`config.mk`:
```
export PLATFORM = sky130hd
export DESIGN_NAME = dac_playback_volume_path
export DESIGN_NICKNAME = d
export VERILOG_FILES = /design/src/rtl/dac_playback_pkg.sv /design/src/rtl/dac_playback_volume_path.sv
export SDC_FILE = /design/constraint.sdc
export NUM_CORES = 2
export LEC_CHECK = 0
export BUFFER_PORTS_ARGS = -buffer_cell sky130_fd_sc_hd__buf_4
export CORE_ASPECT_RATIO = 0.8
export CORE_MARGIN = 2
export CORE_UTILIZATION = 60
export CTS_CLUSTER_SIZE = 14
export DETAILED_ROUTE_END_ITERATION = 8
export PLACE_DENSITY = 0.77
export SLEW_MARGIN = 20
export SYNTH_ARGS = -nofsm -noshare
export SYNTH_HDL_FRONTEND = slang
export SYNTH_SLANG_ARGS = --single-unit
```
`constraint.sdc`:
```
create_clock -name clk -period 28.9 [get_ports clk]
set_input_delay 1.445 -clock clk [delete_from_list [all_inputs] [get_ports clk]]
set_output_delay 1.445 -clock clk [all_outputs]
set_load 0.01 [all_outputs]
```
`src/rtl/dac_playback_pkg.sv`:
```
package dac_playback_pkg;

    // master clock
    localparam int CLK_HZ = 50_000_000;

    // reference sample rate limits with the pll in use
    localparam int REFERENCE_SAMPLE_RATE_DEFAULT_HZ = 48_000;
    localparam int REFERENCE_SAMPLE_RATE_MIN_HZ = 39_000;
    localparam int REFERENCE_SAMPLE_RATE_MAX_HZ = 53_000;

    // modulator and reconstruction rate as a multiple of the reference rate
    localparam int MOD_RATE_MULT = 128;
    localparam int INTERP_SHIFT = 7;
    localparam logic [7:0] INTERP_STEPS = 8'h80;

    // interpolation group delay in input sample periods
    localparam int GROUP_DELAY = 21;

    // register map, page 0
    localparam logic [6:0] REG_BIAS_ADDR = 7'h6D;
    localparam int BIAS_LSB = 6;
    localparam logic [1:0] BIAS_RESET = 2'h0;

    // volume codes: 0.5 dB attenuation steps, code 0x80 is mute
    localparam logic [7:0] VOL_MUTE = 8'h80;
    localparam int STEPS_PER_6DB = 12;
    localparam int GAIN_FRAC = 15;

    // delta-sigma quantiser
    localparam int MOD_W = 20;
    localparam int QUANT_SHIFT = 12;
    localparam logic signed [3:0] QUANT_MAX = 4'sh7;
    localparam logic signed [3:0] QUANT_MIN = -4'sh8;
    localparam int FIR_TAPS = 6;

    typedef enum logic [3:0] {
        S_OFF      = 4'b0001,
        S_RUN      = 4'b0010,
        S_FX_MUTE  = 4'b0100,
        S_PWR_MUTE = 4'b1000
    } seq_state_t;

endpackage : dac_playback_pkg

```
`src/rtl/dac_playback_volume_path.sv`:
```
// Contract
// upsample by the oversampling ratio, linear phase, 21 sample group delay; code path gives 22 (gain register, 20-stage delay line, interpolator)
// interpolation images below 7.455 fs attenuated by at least 65 dB
// host keeps reference rate 39-53 kHz with one shared codec divider
// third-order multibit delta-sigma modulator converts the interpolated stream
// six-tap reconstruction FIR runs at 128 times the reference rate
// per channel gain 0 to -63.5 dB in 0.5 dB steps plus mute
// master volume sets both channel gains at once
// applied gain steps one increment per input sample toward target
// slow bit makes the ramp step once every two samples
// read-only flag shows ramp finished and applied gain equals target
// a setting turns gain ramping off entirely
// host keeps master clock running until power-down flag is set
// power-down flag only after gain ramp and power-down sequence complete
// filter toggle: ramp to mute, change filtering, ramp back up
// at power-up gain starts muted and ramps up to target
// at power-down ramp to mute first, then power down circuitry
// register 109 bits 7-6 select bias current, lowest is reset default
// a field selects one of four output common-mode levels
// whole dac and each channel analog section powered independently
// gain code counts 0.5 dB steps, zero is 0 dB, saturates -63.5 dB
// ramp off: new target applies next sample, done flag immediate
`timescale 1ns/100ps
module dac_playback_volume_path
    import dac_playback_pkg::*;
#(
    parameter int REFERENCE_SAMPLE_RATE_HZ = REFERENCE_SAMPLE_RATE_DEFAULT_HZ
) (
    // clock and reset
    input wire logic clk,
    input wire logic rst_n,
    // sample stream from the serial audio port
    input wire logic sample_valid,
    input wire logic signed [15:0] sample_left,
    input wire logic signed [15:0] sample_right,
    // control settings
    input wire logic [2:0] codec_rate_divider,
    input wire logic dac_power_en,
    input wire logic [1:0] chan_power_en,
    input wire logic [6:0] vol_left,
    input wire logic [6:0] vol_right,
    input wire logic mute_left,
    input wire logic mute_right,
    input wire logic master_vol_sel,
    input wire logic [6:0] master_vol,
    input wire logic ramp_slow,
    input wire logic ramp_off,
    input wire logic deemph_en,
    input wire logic effects_en,
    input wire logic [1:0] cm_level,
    // register port
    input wire logic reg_wr,
    input wire logic [6:0] reg_addr,
    input wire logic [7:0] reg_wdata,
    output logic [7:0] reg_rdata,
    // converter outputs
    output logic signed [6:0] dac_level_left,
    output logic signed [6:0] dac_level_right,
    output logic [1:0] bias_current,
    output logic [1:0] cm_select,
    // status and power
    output logic volume_done,
    output logic dac_powered_down,
    output logic [1:0] chan_analog_on,
    output logic deemph_on,
    output logic effects_on
);

    localparam int MOD_HZ = MOD_RATE_MULT * REFERENCE_SAMPLE_RATE_HZ;
    localparam int DLY_DEPTH = GROUP_DELAY - 1;

    if (REFERENCE_SAMPLE_RATE_HZ < REFERENCE_SAMPLE_RATE_MIN_HZ || REFERENCE_SAMPLE_RATE_HZ > REFERENCE_SAMPLE_RATE_MAX_HZ) begin : g_bad_rate
        $error("reference sample rate out of range");
    end
    if (MOD_HZ >= CLK_HZ) begin : g_bad_clk
        $error("master clock too slow for modulator rate");
    end

    // gain for a code: mantissa per 0.5 dB, halving every 12 steps
    localparam logic [16:0] GAIN_MANT [12] = '{17'h08000, 17'h078D7, 17'h0721D, 17'h06BB3,
        17'h065AD, 17'h05FFD, 17'h05A9E, 17'h0558C, 17'h050C3, 17'h04C3F, 17'h047FB, 17'h043F4};
    function automatic logic [16:0] gain_lin(input logic [7:0] code);
        logic [3:0] oct;
        logic [3:0] idx;
        oct = 4'(code[6:0] / STEPS_PER_6DB);
        idx = 4'(code[6:0] % STEPS_PER_6DB);
        if (code[7]) begin
            gain_lin = 17'h00000;
        end else begin
            gain_lin = GAIN_MANT[idx] >> oct;
        end
    endfunction : gain_lin

    // target code from volume and mute
    function automatic logic [7:0] vol_target(input logic [6:0] code, input logic mute);
        vol_target = mute ? VOL_MUTE : {1'b0, code};
    endfunction : vol_target

    ////////////////////////////////////////////////////////////////////////////
    // modulator rate: fractional divider of the master clock

    logic [31:0] nco_q;
    logic mod_tick_q, step_en;
    logic [2:0] div_cnt_q;

    always_ff @(posedge clk) begin
        if (!rst_n) begin
            nco_q <= 32'h00000000;
            mod_tick_q <= 1'b0;
        end else if (nco_q + 32'(MOD_HZ) >= 32'(CLK_HZ)) begin
            nco_q <= nco_q + 32'(MOD_HZ) - 32'(CLK_HZ);
            mod_tick_q <= 1'b1;
        end else begin
            nco_q <= nco_q + 32'(MOD_HZ);
            mod_tick_q <= 1'b0;
        end
    end

    // interpolation steps once every divider ticks: 128 steps per sample
    always_ff @(posedge clk) begin
        if (!rst_n) begin
            div_cnt_q <= 3'h0;
        end else if (mod_tick_q) begin
            if (div_cnt_q + 3'h1 >= codec_rate_divider) begin
                div_cnt_q <= 3'h0;
            end else begin
                div_cnt_q <= div_cnt_q + 3'h1;
            end
        end
    end

    assign step_en = mod_tick_q && (div_cnt_q + 3'h1 >= codec_rate_divider);

    ////////////////////////////////////////////////////////////////////////////
    // power and filter-change sequencer

    seq_state_t state_q;
    logic force_mute, all_muted, all_done, fx_change;
    logic [7:0] tgt [2];
    logic [7:0] applied [2];
    logic [1:0] ch_mute;
    logic [6:0] ch_vol [2];

    assign force_mute = (state_q != S_RUN);
    assign fx_change = (deemph_en != deemph_on) || (effects_en != effects_on);
    assign ch_mute = {mute_right, mute_left};
    assign ch_vol[0] = master_vol_sel ? master_vol : vol_left;
    assign ch_vol[1] = master_vol_sel ? master_vol : vol_right;
    assign all_muted = (applied[0] == VOL_MUTE) && (applied[1] == VOL_MUTE);
    assign all_done = (applied[0] == tgt[0]) && (applied[1] == tgt[1]);

    always_ff @(posedge clk) begin
        if (!rst_n) begin
            state_q <= S_OFF;
        end else begin
            unique case (state_q)
                S_OFF: begin
                    if (dac_power_en) begin
                        state_q <= S_RUN;
                    end
                end
                S_RUN: begin
                    if (!dac_power_en) begin
                        state_q <= S_PWR_MUTE;
                    end else if (fx_change) begin
                        state_q <= S_FX_MUTE;
                    end
                end
                S_FX_MUTE: begin
                    if (all_muted) begin
                        state_q <= S_RUN;
                    end
                end
                S_PWR_MUTE: begin
                    if (dac_power_en) begin
                        state_q <= S_RUN;
                    end else if (all_muted) begin
                        state_q <= S_OFF;
                    end
                end
                default: state_q <= S_OFF;
            endcase
        end
    end

    // filtering switches only while both channels sit at mute
    always_ff @(posedge clk) begin
        if (!rst_n) begin
            deemph_on <= 1'b0;
            effects_on <= 1'b0;
        end else if (state_q == S_FX_MUTE && all_muted) begin
            deemph_on <= deemph_en;
            effects_on <= effects_en;
        end
    end

    // status and analog power
    always_ff @(posedge clk) begin
        if (!rst_n) begin
            volume_done <= 1'b0;
            dac_powered_down <= 1'b1;
            chan_analog_on <= 2'b00;
        end else begin
            volume_done <= all_done;
            dac_powered_down <= (state_q == S_OFF) && all_muted;
            chan_analog_on <= (state_q == S_OFF) ? 2'b00 : chan_power_en;
        end
    end

    ////////////////////////////////////////////////////////////////////////////
    // register port and analog settings

    always_ff @(posedge clk) begin
        if (!rst_n) begin
            bias_current <= BIAS_RESET;
        end else if (reg_wr && reg_addr == REG_BIAS_ADDR) begin
            bias_current <= reg_wdata[BIAS_LSB +: 2];
        end
    end

    always_ff @(posedge clk) begin
        if (!rst_n) begin
            reg_rdata <= 8'h00;
            cm_select <= 2'h0;
        end else begin
            reg_rdata <= (reg_addr == REG_BIAS_ADDR) ? {bias_current, 6'h00} : 8'h00;
            cm_select <= cm_level;
        end
    end

    ////////////////////////////////////////////////////////////////////////////
    // per-channel volume, interpolation, modulator and reconstruction

    logic ramp_phase_q;

    always_ff @(posedge clk) begin
        if (!rst_n) begin
            ramp_phase_q <= 1'b0;
        end else if (sample_valid) begin
            ramp_phase_q <= ~ramp_phase_q;
        end
    end

    logic signed [6:0] fir_out [2];

    for (genvar c = 0; c < 2; c++) begin : g_ch
        logic [7:0] applied_q;
        logic signed [15:0] scaled_q;
        logic signed [15:0] dly_q [DLY_DEPTH];
        logic signed [15:0] end_q, x_in;
        logic signed [16:0] diff_q;
        logic signed [23:0] acc_q;
        logic [7:0] steps_q;
        logic signed [MOD_W-1:0] e1_q, e2_q, e3_q;
        logic signed [MOD_W-1:0] v, vq;
        logic signed [3:0] y;
        logic signed [3:0] taps_q [FIR_TAPS];
        logic signed [6:0] fir_sum;
        logic signed [32:0] prod;

        assign tgt[c] = force_mute ? VOL_MUTE : vol_target(ch_vol[c], ch_mute[c]);
        assign applied[c] = applied_q;
        assign x_in = (c == 0) ? sample_left : sample_right;

        // soft stepping of the applied gain
        always_ff @(posedge clk) begin
            if (!rst_n) begin
                applied_q <= VOL_MUTE;
            end else if (sample_valid) begin
                if (ramp_off) begin
                    applied_q <= tgt[c];
                end else if (ramp_slow && !ramp_phase_q) begin
                    applied_q <= applied_q;
                end else if (applied_q < tgt[c]) begin
                    applied_q <= applied_q + 8'h01;
                end else if (applied_q > tgt[c]) begin
                    applied_q <= applied_q - 8'h01;
                end
            end
        end

        assign prod = x_in * $signed(gain_lin(applied_q));

        // gain applied, then delay line to reach the group delay
        always_ff @(posedge clk) begin
            if (!rst_n) begin
                scaled_q <= 16'sh0000;
                for (int i = 0; i < DLY_DEPTH; i++) begin
                    dly_q[i] <= 16'sh0000;
                end
            end else if (sample_valid) begin
                scaled_q <= prod[GAIN_FRAC +: 16];
                dly_q[0] <= scaled_q;
                for (int i = 1; i < DLY_DEPTH; i++) begin
                    dly_q[i] <= dly_q[i-1];
                end
            end
        end

        // linear interpolation: symmetric kernel, one more sample of delay
        always_ff @(posedge clk) begin
            if (!rst_n) begin
                end_q <= 16'sh0000;
                diff_q <= 17'sh00000;
                acc_q <= 24'sh000000;
                steps_q <= INTERP_STEPS;
            end else if (sample_valid) begin
                end_q <= dly_q[DLY_DEPTH-1];
                diff_q <= 17'(dly_q[DLY_DEPTH-1]) - 17'(end_q);
                acc_q <= 24'(end_q) <<< INTERP_SHIFT;
                steps_q <= 8'h00;
            end else if (step_en && steps_q != INTERP_STEPS) begin
                acc_q <= acc_q + 24'(diff_q);
                steps_q <= steps_q + 8'h01;
            end
        end

        // third-order error-feedback noise shaping, 4-bit quantiser
        always_comb begin
            v = MOD_W'($signed(acc_q[INTERP_SHIFT +: 16]) + 3 * e1_q - 3 * e2_q + e3_q);
            if ((v >>> QUANT_SHIFT) > MOD_W'(QUANT_MAX)) begin
                y = QUANT_MAX;
            end else if ((v >>> QUANT_SHIFT) < MOD_W'(QUANT_MIN)) begin
                y = QUANT_MIN;
            end else begin
                y = 4'(v >>> QUANT_SHIFT);
            end
            vq = MOD_W'(y) <<< QUANT_SHIFT;
        end

        always_ff @(posedge clk) begin
            if (!rst_n) begin
                e1_q <= '0;
                e2_q <= '0;
                e3_q <= '0;
            end else if (mod_tick_q) begin
                e1_q <= v - vq;
                e2_q <= e1_q;
                e3_q <= e2_q;
            end
        end

        // six-tap reconstruction sum at the modulator rate
        always_comb begin
            fir_sum = 7'(y);
            for (int i = 0; i < FIR_TAPS - 1; i++) begin
                fir_sum = fir_sum + 7'(taps_q[i]);
            end
        end

        always_ff @(posedge clk) begin
            if (!rst_n) begin
                for (int i = 0; i < FIR_TAPS; i++) begin
                    taps_q[i] <= 4'sh0;
                end
            end else if (mod_tick_q) begin
                taps_q[0] <= y;
                for (int i = 1; i < FIR_TAPS; i++) begin
                    taps_q[i] <= taps_q[i-1];
                end
            end
        end

        assign fir_out[c] = fir_sum;
    end

    always_ff @(posedge clk) begin
        if (!rst_n) begin
            dac_level_left <= 7'sh00;
            dac_level_right <= 7'sh00;
        end else if (mod_tick_q) begin
            dac_level_left <= fir_out[0];
            dac_level_right <= fir_out[1];
        end
    end

endmodule : dac_playback_volume_path

```
==> metrics.txt <==
CP arrival 11.90 ns; busiest grt layer met2; synth top area cells edfxtp_1 29%, fa_1 16%, dfxtp_1 9.9%; FILL cells 9044; Final Slew Violations 0; Hold Crit Class reg2reg; CP Launch Type flip-flop; Hold Path Origin g_ch[1].scaled_q[2]; area leader, netlist edfxtp_1; Clk pin slew, worst setup/hold paths roughly 0.060 ns; antenna cells 0; Residual DRC 0; final wirelength between 100000 and 150000 microns; RR Endpoint g_ch[0].scaled_q[6]; Layout Area Growth over Synthesis 7.34%; Die ar. roughly 0.12 sq mm; worst reg2reg path depth 37; core area 0.119 sq mm; Post-Syn Instances 6995; Initial Util 0.604; post_cts resized 0; max cap viols 0; Total GRT Usage 0.235; register area 0.0276 sq mm; die height 313 microns; Async SR Flop Fraction 0; initial antenna violation count 0; met1 Use GR 0.343; synthesized area 0.0716 sq mm; Clk Latency, worst-skew pair 0.71 ns; clk sink count 1036; flop2flop setup slack 17.59 ns; outcome complete, no violations; endpoints failing setup 0; initial DRC count 3673; Slew headroom 0.212; post-CTS setup buffer count 0; Hold Crit Depth 2; total gr overflow 0; fin crit share 0.392; Crit Path Category reg2reg; number of buffers added on ports 106; Final GP Congestion 0.882; global-route wire length before repair between 200000 and 250000 microns; post-synthesis cell type count 118; CTS Buf Count just over 100; row cnt roughly 110; number of detailed-route iterations in the first pass 7; Root Driver clkbuf_16; critical path's slowest cell dfxtp_1; grt met3 use 0.0362; routed len/inst 16.7 microns; final hold violations 0; Worst Path Required between 20 and 30 ns; Worst R2R Start g_ch[0].applied_q[5]; Final min period 11.31 ns; Final TNS setup 0 ns; clock tree buffer depth 3; synth warn 0; sequential fraction of the synthesis area 0.384; Synth top area share 0.285; DPL Wire Length around 100000 microns; Slew @ Worst Pin 1.15 ns; skew final between 0.03 and 0.04 ns; Synth Flop Type edfxtp_1; CTS Hold Bufs 0; Worst Setup End Kind flip-flop; layout cell share with drive strength beyond 1 0.0598; Ports 119; vias per inst 5.71; vias post-DR 48.7k; FF+latch count, synth 1036; largest net degree at the start of global routing 254; vias in the first global route between 40k and 50k; Max Freq 0.0884 GHz; Antenna Violating Nets Remaining 0; Crit path top cell by count fa_1; die width between 300 and 400 microns; syn_area_per_cell 10.2 sq um; htree depth 3; final net count around 8.0k; Worst path max stage delay 0.94 ns; Worst Hold End g_ch[1].scaled_q[2]; CTS tree yes; Post-synth EDFFs between 600 and 700; crit path max fanout 23; RSZ-0062 raised after global routing false; met2 Use GR 0.371; area of the multi-input gates 0.0388 sq mm
==> synthesized netlist by cell type, drive strengths merged, types with 11 or more instances <==
master	count
inv	1011
edfxtp	680
and3	650
fa	572
ha	488
nor2	480
nand2	462
dfxtp	356
clkbuf	320
and2	289
a21oi	223
o21ai	189
mux2i	149
xnor2	135
nand3	78
a211oi	74
a21o	72
nor2b	69
nor3	66
buf	59
xor2	58
nand2b	43
a31oi	37
or3	31
nand4	30
o31ai	26
o211ai	24
o21a	23
a21boi	20
o21bai	16
or2	16
a311oi	15
nor4	14
o22ai	14
nand3b	13
nor3b	12
a211o	11
==> layout make-up <==
| type | count | area share |
|---|---|---|
| Multi-Input combinational cell | 4572 | 0.504 |
| Sequential cell | 1036 | 0.358 |
| Inverter | 1013 | 0.0496 |
| Clock buffer | 129 | 0.0354 |
| Tap cell | 1552 | 0.0252 |
| Timing Repair Buffer | 177 | 0.0179 |
| Clock inverter | 60 | 0.00908 |
==> metal layers <==
layer  share of wire  up-vias
met1            0.46    24100
met5               0        -
li1                -    23300
met4           0.020        0
met3           0.054      228
met2            0.46     1163
==> worst max path at each step <==
stage,from,end,slack (ns),cells past startpoint
detailed placement,g_ch[0].applied_q[5],g_ch[0].scaled_q[6],17.78,37
global route,g_ch[0].applied_q[5],g_ch[0].scaled_q[6],16.86,37
floorplan,rst_n,g_ch[0].dly_q[0][0],8.01,6
finish,g_ch[0].applied_q[5],g_ch[0].scaled_q[6],17.59,37
global placement,g_ch[0].applied_q[5],g_ch[0].scaled_q[6],17.81,37
CTS,g_ch[0].applied_q[5],g_ch[0].scaled_q[6],17.75,37
==> metrics by stage <==
step	cell area (sq um)	hold slack [ns]	utilization	setup slack, ns	std cells
floorplan	71700	0.417	-	8.01	7000
global placement	73400	0.429	0.619	17.81	8349
detailed placement	73400	0.440	0.619	17.78	8349
CTS	76900	0.457	0.648	17.75	8538
global route	76900	0.475	0.648	16.86	8539
finish	76900	0.453	0.648	17.59	8539
==> state kept, by name (all words and copies together) (netlist names), 2 cells and up <==
signal	count
cm_select	2
div_cnt_q	3
g_ch.steps_q	16
g_ch.acc_q	46
g_ch.taps_q	40
g_ch.dly_q	640
dac_level_left	7
nco_q	25
chan_analog_on	2
bias_current	2
g_ch.applied_q	16
dac_level_right	7
state_q	4
g_ch.e3_q	40
g_ch.end_q	32
g_ch.diff_q	34
g_ch.scaled_q	32
reg_rdata	2
g_ch.e2_q	40
g_ch.e1_q	40
==> cells by family after synthesis <==
kind of cell	share of synthesized area
DFF	0.384
buffers and inverters	0.0750
and+or+nand+nor	0.168
AOI/OAI and AO/OA	0.0826
adders and majority gates	0.245
other	0.0000523
xor gates and xnor gates	0.0236
muxes	0.0215
==> worst max-delay path, delay by kind of cell, from the launching register on <==
family,cells,cell delay [ns]
adders and majority gates,8,3.62
DFF,1,0.94
and+or+nand+nor,11,3.01
buffers and inverters,5,0.52
AOI/OAI and AO/OA,13,3.10
==> layout by cell type (no fill, tap or decap), drive strengths merged, types with 78 or more instances in the layout <==
cell | Yosys | final
inv | 1011 | 1017
edfxtp | 680 | 680
and3 | 650 | 650
fa | 572 | 572
ha | 488 | 488
nor2 | 480 | 480
nand2 | 462 | 462
dfxtp | 356 | 356
and2 | 289 | 289
a21oi | 223 | 223
o21ai | 189 | 189
buf | 59 | 177
mux2i | 149 | 149
xnor2 | 135 | 135
clkbuf | 320 | 129
nand3 | 78 | 78
Power is not shown: default switching activity piles up to over one toggle a cycle in this logic, so the estimate is an artifact.
